==> src/inc/gcs_pkg.sv <==
`default_nettype none
package gcs_pkg;
   // data area layout
   localparam logic [9:0]  STATUS_ADDR_HI   = 10'h000;
   localparam logic [9:0]  STATUS_ADDR_LO   = 10'h001;
   localparam logic [9:0]  CONTROL_ADDR_HI  = 10'h200;
   localparam logic [9:0]  CONTROL_ADDR_LO  = 10'h201;
   // status word fields
   localparam int          SW_SEND_BIT      = 15;
   localparam int          SW_ACK_BIT       = 14;
   localparam int          SW_VALID_BIT     = 13;
   localparam int          SW_CODE_HI       = 12;
   localparam int          SW_CODE_LO       = 8;
   // control word fields
   localparam int          CW_ACK_BIT       = 15;
   localparam int          CW_SEND_BIT      = 14;
   localparam int          CW_VALID_BIT     = 13;
   localparam logic [15:0] WORD_RESET       = 16'h0000;
   // enable options
   localparam logic [1:0]  CSW_DISABLED     = 2'h0;
   localparam logic [1:0]  CSW_ENABLED      = 2'h1;
   localparam logic [1:0]  CSW_NO_LOCK      = 2'h2;
   // status codes, master modes
   localparam logic [4:0]  MC_RETRANS       = 5'h00;
   localparam logic [4:0]  MC_ONE_MISSING   = 5'h01;
   localparam logic [4:0]  MC_MANY_MISSING  = 5'h02;
   localparam logic [4:0]  MC_OVERRUN       = 5'h03;
   localparam logic [4:0]  MC_OTHER         = 5'h04;
   // status codes, generic mode
   localparam logic [4:0]  GC_INVALID_TRANS = 5'h00;
   localparam logic [4:0]  GC_FRAME_ERR     = 5'h01;
   localparam logic [4:0]  GC_OFFLINE_TMO   = 5'h02;
   localparam logic [4:0]  GC_OVERRUN       = 5'h03;
   localparam logic [4:0]  GC_OTHER         = 5'h04;
   localparam logic [4:0]  CODE_NO_ERROR    = 5'h1F;
   localparam logic [7:0]  ARG_NONE         = 8'h00;
   // event indices: 0 retrans/invalid, 1 one missing/frame, 2 many/offline tmo,
   // 3 overrun, 4 other
   localparam int          NUM_EVT          = 5;
   typedef enum logic [2:0] {
      GCS_OFFLINE  = 3'b001,
      GCS_WAIT_DV  = 3'b010,
      GCS_EXCHANGE = 3'b100
   } gcs_state_e;
endpackage
`default_nettype wire

==> src/hdl/gcs_words.sv <==
// Function
// - words inactive until configuration enables them
// - status at 0x000, control at 0x200
// - both words stored most significant byte first
// - startup lock waits for control data-valid
// - no lock: exchange starts when online
// - status data-valid cleared once set only by generic mode, disable or reset
// - status bit15 send, bit14 confirm
// - master mode bit13 sticky all-done flag
// - generic mode leaves status valid unused
// - code bits 12..8, argument bits 7..0
// - master 0x00 retransmission warning with counter
// - master 0x01/0x02 missing node errors
// - master 0x03 overrun, 0x04 other error
// - resolved errors followed by code 0x1F
// - generic 0x00 invalid transaction counter error
// - generic 0x01 frame error warning
// - generic 0x02 offline timeout counter error
// - generic 0x03 overrun, 0x04 other
// - control bit13 gates sub-network exchange with startup lock only
`timescale 1ns/1ps
`default_nettype none
module gcs_words (
   input  wire logic       clk,
   input  wire logic       rst,
   input  wire logic [1:0] csw_mode,
   input  wire logic       generic_mode,
   input  wire logic       fieldbus_online,
   // byte access to data areas
   input  wire logic [9:0] area_addr,
   input  wire logic       area_wr,
   input  wire logic [7:0] area_wdata,
   input  wire logic       area_rd,
   output logic      [7:0] area_rdata,
   output logic            area_hit,
   // sub-network side
   input  wire logic       all_trans_done,
   input  wire logic [4:0] evt_strobe,
   input  wire logic [7:0] evt_arg,
   input  wire logic       errors_cleared,
   input  wire logic       report_req,
   output logic            report_busy,
   output logic            exchange_en,
   output logic            ctrl_valid,
   output logic            ctrl_report_new,
   output logic      [7:0] ctrl_data,
   output logic      [15:0] status_word,
   output logic      [15:0] control_word
);
   logic [15:0]          status_r, status_nxt;
   logic [15:0]          control_r, control_nxt;
   logic [7:0]           rdata_r, rdata_nxt;
   logic                 hit_r, hit_nxt;
   logic                 err_pend_r, err_pend_nxt;
   logic                 pend_r, pend_nxt;
   logic [4:0]           pcode_r, pcode_nxt;
   logic [7:0]           parg_r, parg_nxt;
   logic                 ctl_seen_r, ctl_seen_nxt;
   logic                 cnew_r, cnew_nxt;
   localparam int        NE = gcs_pkg::NUM_EVT;
   // one-hot byte lanes of the two words
   localparam logic [3:0] LANE_NONE  = 4'h0;
   localparam logic [3:0] LANE_ST_HI = 4'h1;
   localparam logic [3:0] LANE_ST_LO = 4'h2;
   localparam logic [3:0] LANE_CT_HI = 4'h4;
   localparam logic [3:0] LANE_CT_LO = 4'h8;

   logic                 exch_r, exch_nxt;
   logic                 valid_r, valid_nxt;
   gcs_pkg::gcs_state_e  state_r, state_nxt;
   logic                 enabled;
   logic [3:0]           lane;
   logic [NE-1:0]        is_err;

   // error-type events differ by mode
   function automatic logic evt_is_error(input logic gen, input int idx);
      if (idx == 0) begin
         return gen;
      end
      if (idx == 1) begin
         return !gen;
      end
      return (idx != 3);
   endfunction

   // generic frame error, overrun and other reports carry no argument
   function automatic logic evt_has_arg(input logic gen, input int idx);
      if (!gen) begin
         return 1'b1;
      end
      return (idx == 0) || (idx == 2);
   endfunction

   // data area byte lane, even address holds the high byte
   function automatic logic [3:0] area_lane(input logic [9:0] addr);
      logic [3:0] l;
      l = LANE_NONE;
      unique case (addr)
         gcs_pkg::STATUS_ADDR_HI:  l = LANE_ST_HI;
         gcs_pkg::STATUS_ADDR_LO:  l = LANE_ST_LO;
         gcs_pkg::CONTROL_ADDR_HI: l = LANE_CT_HI;
         gcs_pkg::CONTROL_ADDR_LO: l = LANE_CT_LO;
         default:                  l = LANE_NONE;
      endcase
      return l;
   endfunction

   function automatic logic [4:0] evt_code(input logic gen, input int idx);
      logic [4:0] c;
      c = gen ? gcs_pkg::GC_OTHER : gcs_pkg::MC_OTHER;
      case (idx)
         0: c = gen ? gcs_pkg::GC_INVALID_TRANS : gcs_pkg::MC_RETRANS;
         1: c = gen ? gcs_pkg::GC_FRAME_ERR : gcs_pkg::MC_ONE_MISSING;
         2: c = gen ? gcs_pkg::GC_OFFLINE_TMO : gcs_pkg::MC_MANY_MISSING;
         3: c = gen ? gcs_pkg::GC_OVERRUN : gcs_pkg::MC_OVERRUN;
         default: c = gen ? gcs_pkg::GC_OTHER : gcs_pkg::MC_OTHER;
      endcase
      return c;
   endfunction

   genvar g;
   generate
      for (g = 0; g < NE; g = g + 1) begin : g_err
         assign is_err[g] = evt_is_error(generic_mode, g);
      end
   endgenerate

   assign enabled = (csw_mode != gcs_pkg::CSW_DISABLED);
   assign lane    = area_lane(area_addr);

   // report selection and status word
   always_comb begin
      logic       found;
      logic [4:0] c;
      logic [7:0] a;
      logic       e;
      found        = 1'b0;
      c            = pcode_r;
      a            = parg_r;
      e            = 1'b0;
      status_nxt   = status_r;
      pend_nxt     = pend_r;
      pcode_nxt    = pcode_r;
      parg_nxt     = parg_r;
      err_pend_nxt = err_pend_r;
      for (int i = 0; i < NE; i++) begin
         if (evt_strobe[i] && !found) begin
            found = 1'b1;
            c     = evt_code(generic_mode, i);
            e     = is_err[i];
            a     = evt_has_arg(generic_mode, i) ? evt_arg : gcs_pkg::ARG_NONE;
         end
      end
      if (found) begin
         pend_nxt  = 1'b1;
         pcode_nxt = c;
         parg_nxt  = a;
         if (e) begin
            err_pend_nxt = 1'b1;
         end
      end else if (report_req && err_pend_r && errors_cleared) begin
         pend_nxt     = 1'b1;
         pcode_nxt    = gcs_pkg::CODE_NO_ERROR;
         parg_nxt     = gcs_pkg::ARG_NONE;
         err_pend_nxt = 1'b0;
      end
      // post a report when the controller has confirmed the last one
      if (pend_r && (status_r[gcs_pkg::SW_SEND_BIT] == control_r[gcs_pkg::CW_ACK_BIT])) begin
         status_nxt[gcs_pkg::SW_CODE_HI:gcs_pkg::SW_CODE_LO] = pcode_r;
         status_nxt[7:0] = parg_r;
         status_nxt[gcs_pkg::SW_SEND_BIT] = ~status_r[gcs_pkg::SW_SEND_BIT];
         if (!found) begin
            pend_nxt = 1'b0;
         end
      end
      // echo the controller's send flag as acknowledge
      status_nxt[gcs_pkg::SW_ACK_BIT] = control_r[gcs_pkg::CW_SEND_BIT];
      status_nxt[gcs_pkg::SW_VALID_BIT] = valid_nxt;
   end

   // fieldbus data area access, big-endian bytes
   always_comb begin
      control_nxt  = control_r;
      rdata_nxt    = rdata_r;
      hit_nxt      = 1'b0;
      ctl_seen_nxt = ctl_seen_r;
      cnew_nxt     = 1'b0;
      if (enabled && area_wr) begin
         if (lane == LANE_CT_HI) begin
            control_nxt[15:8] = area_wdata;
            hit_nxt           = 1'b1;
         end else if (lane == LANE_CT_LO) begin
            control_nxt[7:0] = area_wdata;
            hit_nxt          = 1'b1;
         end
      end
      if (enabled && area_rd) begin
         unique case (lane)
            LANE_ST_HI: begin
               rdata_nxt = status_r[15:8];
               hit_nxt   = 1'b1;
            end
            LANE_ST_LO: begin
               rdata_nxt = status_r[7:0];
               hit_nxt   = 1'b1;
            end
            LANE_CT_HI: begin
               rdata_nxt = control_r[15:8];
               hit_nxt   = 1'b1;
            end
            LANE_CT_LO: begin
               rdata_nxt = control_r[7:0];
               hit_nxt   = 1'b1;
            end
            default: rdata_nxt = 8'h00;
         endcase
      end
      // controller's new report: its send flag changed
      if (control_r[gcs_pkg::CW_SEND_BIT] != ctl_seen_r) begin
         ctl_seen_nxt = control_r[gcs_pkg::CW_SEND_BIT];
         cnew_nxt     = 1'b1;
      end
   end

   // data consistency state machine
   always_comb begin
      state_nxt = state_r;
      exch_nxt  = 1'b0;
      unique case (state_r)
         gcs_pkg::GCS_OFFLINE: begin
            if (fieldbus_online) begin
               state_nxt = gcs_pkg::GCS_WAIT_DV;
            end
         end
         gcs_pkg::GCS_WAIT_DV: begin
            if (!fieldbus_online) begin
               state_nxt = gcs_pkg::GCS_OFFLINE;
            end else if (csw_mode != gcs_pkg::CSW_ENABLED) begin
               state_nxt = gcs_pkg::GCS_EXCHANGE;
            end else if (control_r[gcs_pkg::CW_VALID_BIT]) begin
               state_nxt = gcs_pkg::GCS_EXCHANGE;
            end
         end
         gcs_pkg::GCS_EXCHANGE: begin
            if (!fieldbus_online) begin
               state_nxt = gcs_pkg::GCS_OFFLINE;
            end
         end
         default: state_nxt = gcs_pkg::GCS_OFFLINE;
      endcase
      if (state_nxt == gcs_pkg::GCS_EXCHANGE) begin
         // without the start-up lock exchange runs as soon as the state allows
         exch_nxt = 1'b1;
         if (enabled && csw_mode == gcs_pkg::CSW_ENABLED) begin
            exch_nxt = control_nxt[gcs_pkg::CW_VALID_BIT];
         end
      end
   end

   // report and status registers
   always_ff @(posedge clk) begin
      if (rst) begin
         status_r   <= gcs_pkg::WORD_RESET;
         err_pend_r <= 1'b0;
         pend_r     <= 1'b0;
         pcode_r    <= gcs_pkg::CODE_NO_ERROR;
         parg_r     <= gcs_pkg::ARG_NONE;
      end else begin
         status_r   <= enabled ? status_nxt : gcs_pkg::WORD_RESET;
         err_pend_r <= err_pend_nxt;
         pend_r     <= pend_nxt;
         pcode_r    <= pcode_nxt;
         parg_r     <= parg_nxt;
      end
   end

   // control word and data area port registers
   always_ff @(posedge clk) begin
      if (rst) begin
         control_r  <= gcs_pkg::WORD_RESET;
         rdata_r    <= 8'h00;
         hit_r      <= 1'b0;
         ctl_seen_r <= 1'b0;
         cnew_r     <= 1'b0;
      end else begin
         control_r  <= enabled ? control_nxt : gcs_pkg::WORD_RESET;
         rdata_r    <= rdata_nxt;
         hit_r      <= hit_nxt;
         ctl_seen_r <= ctl_seen_nxt;
         cnew_r     <= cnew_nxt;
      end
   end

   // consistency state registers
   always_ff @(posedge clk) begin
      if (rst) begin
         exch_r     <= 1'b0;
         state_r    <= gcs_pkg::GCS_OFFLINE;
      end else begin
         exch_r     <= exch_nxt;
         state_r    <= state_nxt;
      end
   end

   // status data-valid: set once in master mode, cleared by generic mode, disable or reset
   always_comb begin
      valid_nxt = valid_r;
      if (generic_mode) begin
         valid_nxt = 1'b0;
      end else if (all_trans_done && exch_r) begin
         valid_nxt = 1'b1;
      end
   end

   // sticky data-valid register
   always_ff @(posedge clk) begin
      if (rst) begin
         valid_r <= 1'b0;
      end else begin
         valid_r <= enabled ? valid_nxt : 1'b0;
      end
   end

   assign area_rdata      = rdata_r;
   assign area_hit        = hit_r;
   assign report_busy     = pend_r;
   assign exchange_en     = exch_r;
   assign ctrl_valid      = control_r[gcs_pkg::CW_VALID_BIT];
   assign ctrl_report_new = cnew_r;
   assign ctrl_data       = control_r[7:0];
   assign status_word     = status_r;
   assign control_word    = control_r;
endmodule // gcs_words
`default_nettype wire

==> config.mk <==
export PLATFORM = sky130hd
export DESIGN_NAME = gcs_words
export DESIGN_NICKNAME = d
export VERILOG_FILES = /design/src/inc/gcs_pkg.sv /design/src/hdl/gcs_words.sv
export SDC_FILE = /design/constraint.sdc
export NUM_CORES = 1
export LEC_CHECK = 0
export BUFFER_PORTS_ARGS = -buffer_cell sky130_fd_sc_hd__buf_2
export CORE_MARGIN = 1.5
export CORE_UTILIZATION = 48
export CTS_CLUSTER_SIZE = 14
export DETAILED_ROUTE_END_ITERATION = 6
export GPL_ROUTABILITY_DRIVEN = 0
export GPL_TIMING_DRIVEN = 0
export PLACE_DENSITY = 0.79
export RECOVER_POWER = 50
export SETUP_SLACK_MARGIN = 0.15
export SYNTH_ARGS = -nofsm -noshare
export SYNTH_HDL_FRONTEND = slang
export SYNTH_SLANG_ARGS = --single-unit
==> constraint.sdc <==
create_clock -name clk -period 1.7 [get_ports clk]
set_input_delay 0 -clock clk [delete_from_list [all_inputs] [get_ports clk]]
set_output_delay 0 -clock clk [all_outputs]
set_load 0.1 [all_outputs]
==> key figures <==
Worst setup path
  – Depth of the most critical reg-to-reg path: 5
  – Critical-path top delay cell: dfxtp_1
  – Required arrival time at the worst endpoint: 1.91 ns
  – R2R Path Start: status_word[15]$_SDFFE_PP0P_
  – Critical path, cell by cell: xnor2_1, nand2_2, buf_2, mux2i_1, nor2_1
  – Kind of end point of the critical path: flop
  – Max FO, Critical Path: 10
  – Worst path buffer plus inverter count: 1
  – Class of the most critical setup path: reg -> reg
  – Kind of cell with the highest combined delay on the critical path: flip-flops
  – Critical path startpoint: status_word[15]$_SDFFE_PP0P_
  – Startpoint types: flop
  – Critical path arrival: 1.68 ns
  – Worst path depth: 5
  – Critical path's largest stage delay: 0.41 ns

STA
  – Setup violations, final: 0
  – Post-route worst setup slack: 0.230 ns
  – Actual slew at the worst max-slew pin: 0.738 ns
  – Final hold violations: 0
  – Setup repair after global routing missed its margin: no
  – Minimum period implied by the final worst setup slack: 1.47 ns
  – Final Slew Violations: 0
  – Fin crit share: 86.5%
  – Max_slew headroom: 50.3%
  – Highest clock frequency the design can meet: 680 MHz
  – Hold Worst Slack: 0.0154 ns
  – Worst Skew: 0.00482 ns

Global route
  – Grt met1 use: 28.5%
  – Vias in the first global route: 2127
  – Wire length of the first global-routing pass: 9910 µm
  – Pin count of the biggest net entering global routing: 11
  – Total overflow reported by the global router: 0
  – GR Layer Usage met3: 7.90%
  – Initial antenna violation count: 0
  – Busiest metal layer after global routing: met2
  – Overall track demand over capacity in global routing: 24.8%
  – GRT met2 Usage: 41.6%

Synth
  – Yosys synthesis warning count: 0
  – Avg Cell Area, Syn: 10.2 µm²
  – Register area share after synthesis: 48.2%
  – Netlist area before placement: 2490 µm²
  – Flip-flop and latch count after synthesis: 60
  – Net count after synthesis: 287
  – Distinct cells, synth: 40
  – Syn Inst Count: 245

Status
  – Run status: complete, no violations

Clock tree
  – Number of buffers on the longest clock path: 2
  – CTS Root Cell: clkbuf_8
  – Post-CTS Setup Inserts: 0
  – CTS Buf Count: 9
  – Number of sinks on the clock net: 60
  – Clock edge transition at the registers on the reported setup and hold paths: 0.06 ns
  – Maximum level of the CTS H-tree: 3
  – TritonCTS clock tree: built
  – Later-pin clock latency in the skew report: 0.34 ns

Die
  – X dimension of the die: 75.0 µm
  – Core footprint: 5040 µm²
  – Die area: 5630 µm²
  – Initial Utilization: 49.4%
  – Site row count: 26
  – Die outline height: 75.0 µm
  – I/O pin count: 95

Power
  – Power per standard cell area: 896 nW/µm²
  – Peak supply drop: 0.664 mV
  – Static Leak: 1.62 nW

Place
  – DPL Wire Length: 4720 µm
  – Quantity of I/O buffers inserted on ports: 91
  – Post-Place Setup Slack: -0.0936 ns

Layout
  – Fraction of final layout cells with drive strength greater than 1: 38.3%
  – Total number of nets in the final design: 411
  – Antenna diode instance count: 0
  – Post-synthesis to final-layout area growth: 39.5%
  – Core Util, Final: 68.9%

Drt
  – Vias per Instance: 5.22
  – Post-DR wirelength/cell: 15.1 µm
  – Number of violations reported at the end of detailed-routing iteration 0: 140
  – Wire length reported by the detailed router: 6710 µm
  – Number of search-and-repair iterations in the first detailed-routing pass: 4
  – Number of nets with antenna violations after detailed routing: 0
  – DRC violation count after routing: 0
  – Number of vias in the routed layout: 2314

Worst hold path
  – Worst min path class: in -> reg
  – Hold-critical path depth: 3
  – Hold path startpoint: evt_strobe[1]

Run
  – Number of max-cap violations: 0
==> repair_timing <==
| item | CTS | global route |
|---|---|---|
| hold buffers | 22 | 0 |
| setup endpoints to repair | 0 | 13 |
| gates resized for setup | 0 | 3 |
| hold endpoints to repair | 31 | 0 |
==> per-layer routing <==
metal / share of wire, % / up-vias
met2: 50 / 96
li1: - / 1120
met4: 3.2 / 0
met1: 40 / 1072
met5: 0 / -
met3: 6.1 / 26
==> final timing paths <==
path,endpoint,slack (ns)
setup reg to reg,status_word[3]$_SDFFE_PP0P_,0.23
hold / removal,pcode_r[1]$_SDFFE_PP1P_,0.02
hold reg to reg,area_rdata[0]$_SDFFE_PP0P_,0.48
setup / recovery,status_word[3]$_SDFFE_PP0P_,0.23
==> kinds of logic after synthesis <==
group / count (synthesis) / share of synthesized area, %
buffers and inverters: 29 / 6.48
AND/OR/NAND/NOR: 73 / 13.9
multiplexers: 34 / 17.7
flip-flops: 60 / 48.2
XOR/XNOR: 3 / 1.05
AO/OA/AOI/OAI: 46 / 12.7
==> Yosys cell counts (all sizes together) <==
master	n	area share, %
dfxtp	60	48
nor2	43	6.5
mux2i	26	10
buf	14	4.2
a22oi	10	3.0
o21ai	9	1.8
a21oi	8	1.6
clkbuf	8	1.2
mux4	8	7.2
inv	7	1.1
nand2	7	1.1
a22o	6	2.1
nand3	4	0.80
nor3	4	1.0
or4	4	1.4
nor4	3	1.0
a211oi	2	0.60
nand2b	2	0.50
o211ai	2	0.60
o21a	2	0.60
xnor2	2	0.70
a211o	1	0.35
a31o	1	0.35
a31oi	1	0.25
and2	1	0.25
and3	1	0.25
nand3b	1	0.30
nor2b	1	0.25
nor3b	1	0.30
o2111ai	1	0.35
o221ai	1	0.35
o31a	1	0.35
o31ai	1	0.30
or3b	1	0.35
xor2	1	0.35
==> worst min-delay path, stage by stage <==
cell    delay [ns]
buf_2         0.13
inv_1         0.07
a31o_2        0.13
==> power breakdown <==
group / leakage (nW) / switching [mW] / internal (mW)
Sequential: 0.493 / 0.0339 / 1.44
Clock: 0.0985 / 0.543 / 0.693
Combinational: 1.03 / 0.257 / 0.145
Total: 1.62 / 0.834 / 2.28
==> area by class of cell <==
| type | count | area (µm²) |
|---|---|---|
| buffer | 22 | 136 |
| clock buffer | 12 | 178 |
| clock inverter | 3 | 17.5 |
| fill | 396 | 1570 |
| inverter | 7 | 26.3 |
| multi-input combinational | 156 | 1140 |
| sequential | 60 | 1220 |
| tap | 70 | 87.6 |
| timing repair buffer | 113 | 676 |
==> flip-flops by register name, summed over array words and instances, names as in the netlist <==
signal and cells:
status_word 15, parg_r 8, exchange_en 1, control_word 16, report_busy 1, area_rdata 8, state_r 3, err_pend_r 1
pcode_r 4, ctrl_report_new 1, area_hit 1, ctl_seen_r 1
==> stage by stage <==
step                cell area (µm²)  total power [mW]  TNS, ns  cells
CTS                            3470              3.12        0    443
detailed placement             3060              1.87   -0.607    406
global placement               3060              1.86   -0.212    406
finish                         3480              3.11        0    443
floorplan                      2510              1.75        0    245
global route                   3480              3.22        0    443
==> cell usage in the layout, fill, tap and decap left out, drive strengths merged <==
master       count
xor2             1
nand3b           1
inv              7
o211ai           2
clkbuf          65
nor3             4
o21ai            9
nand3            4
dfxtp           60
or4              4
and3             1
a22oi           10
dlygate4sd3     22
a31o             1
o31a             1
a211o            1
o31ai            1
nor3b            1
xnor2            2
or3b             1
mux2i           26
nor2            43
o2111ai          1
a31oi            1
nor4             3
nand2b           2
mux4             8
a211oi           2
o21a             2
clkinv           2
nor2b            1
a22o             6
a21oi            8
o221ai           1
nand2            7
clkinvlp         1
buf             60
and2             1
No activity file was read; power rests on OpenSTA's default activity.
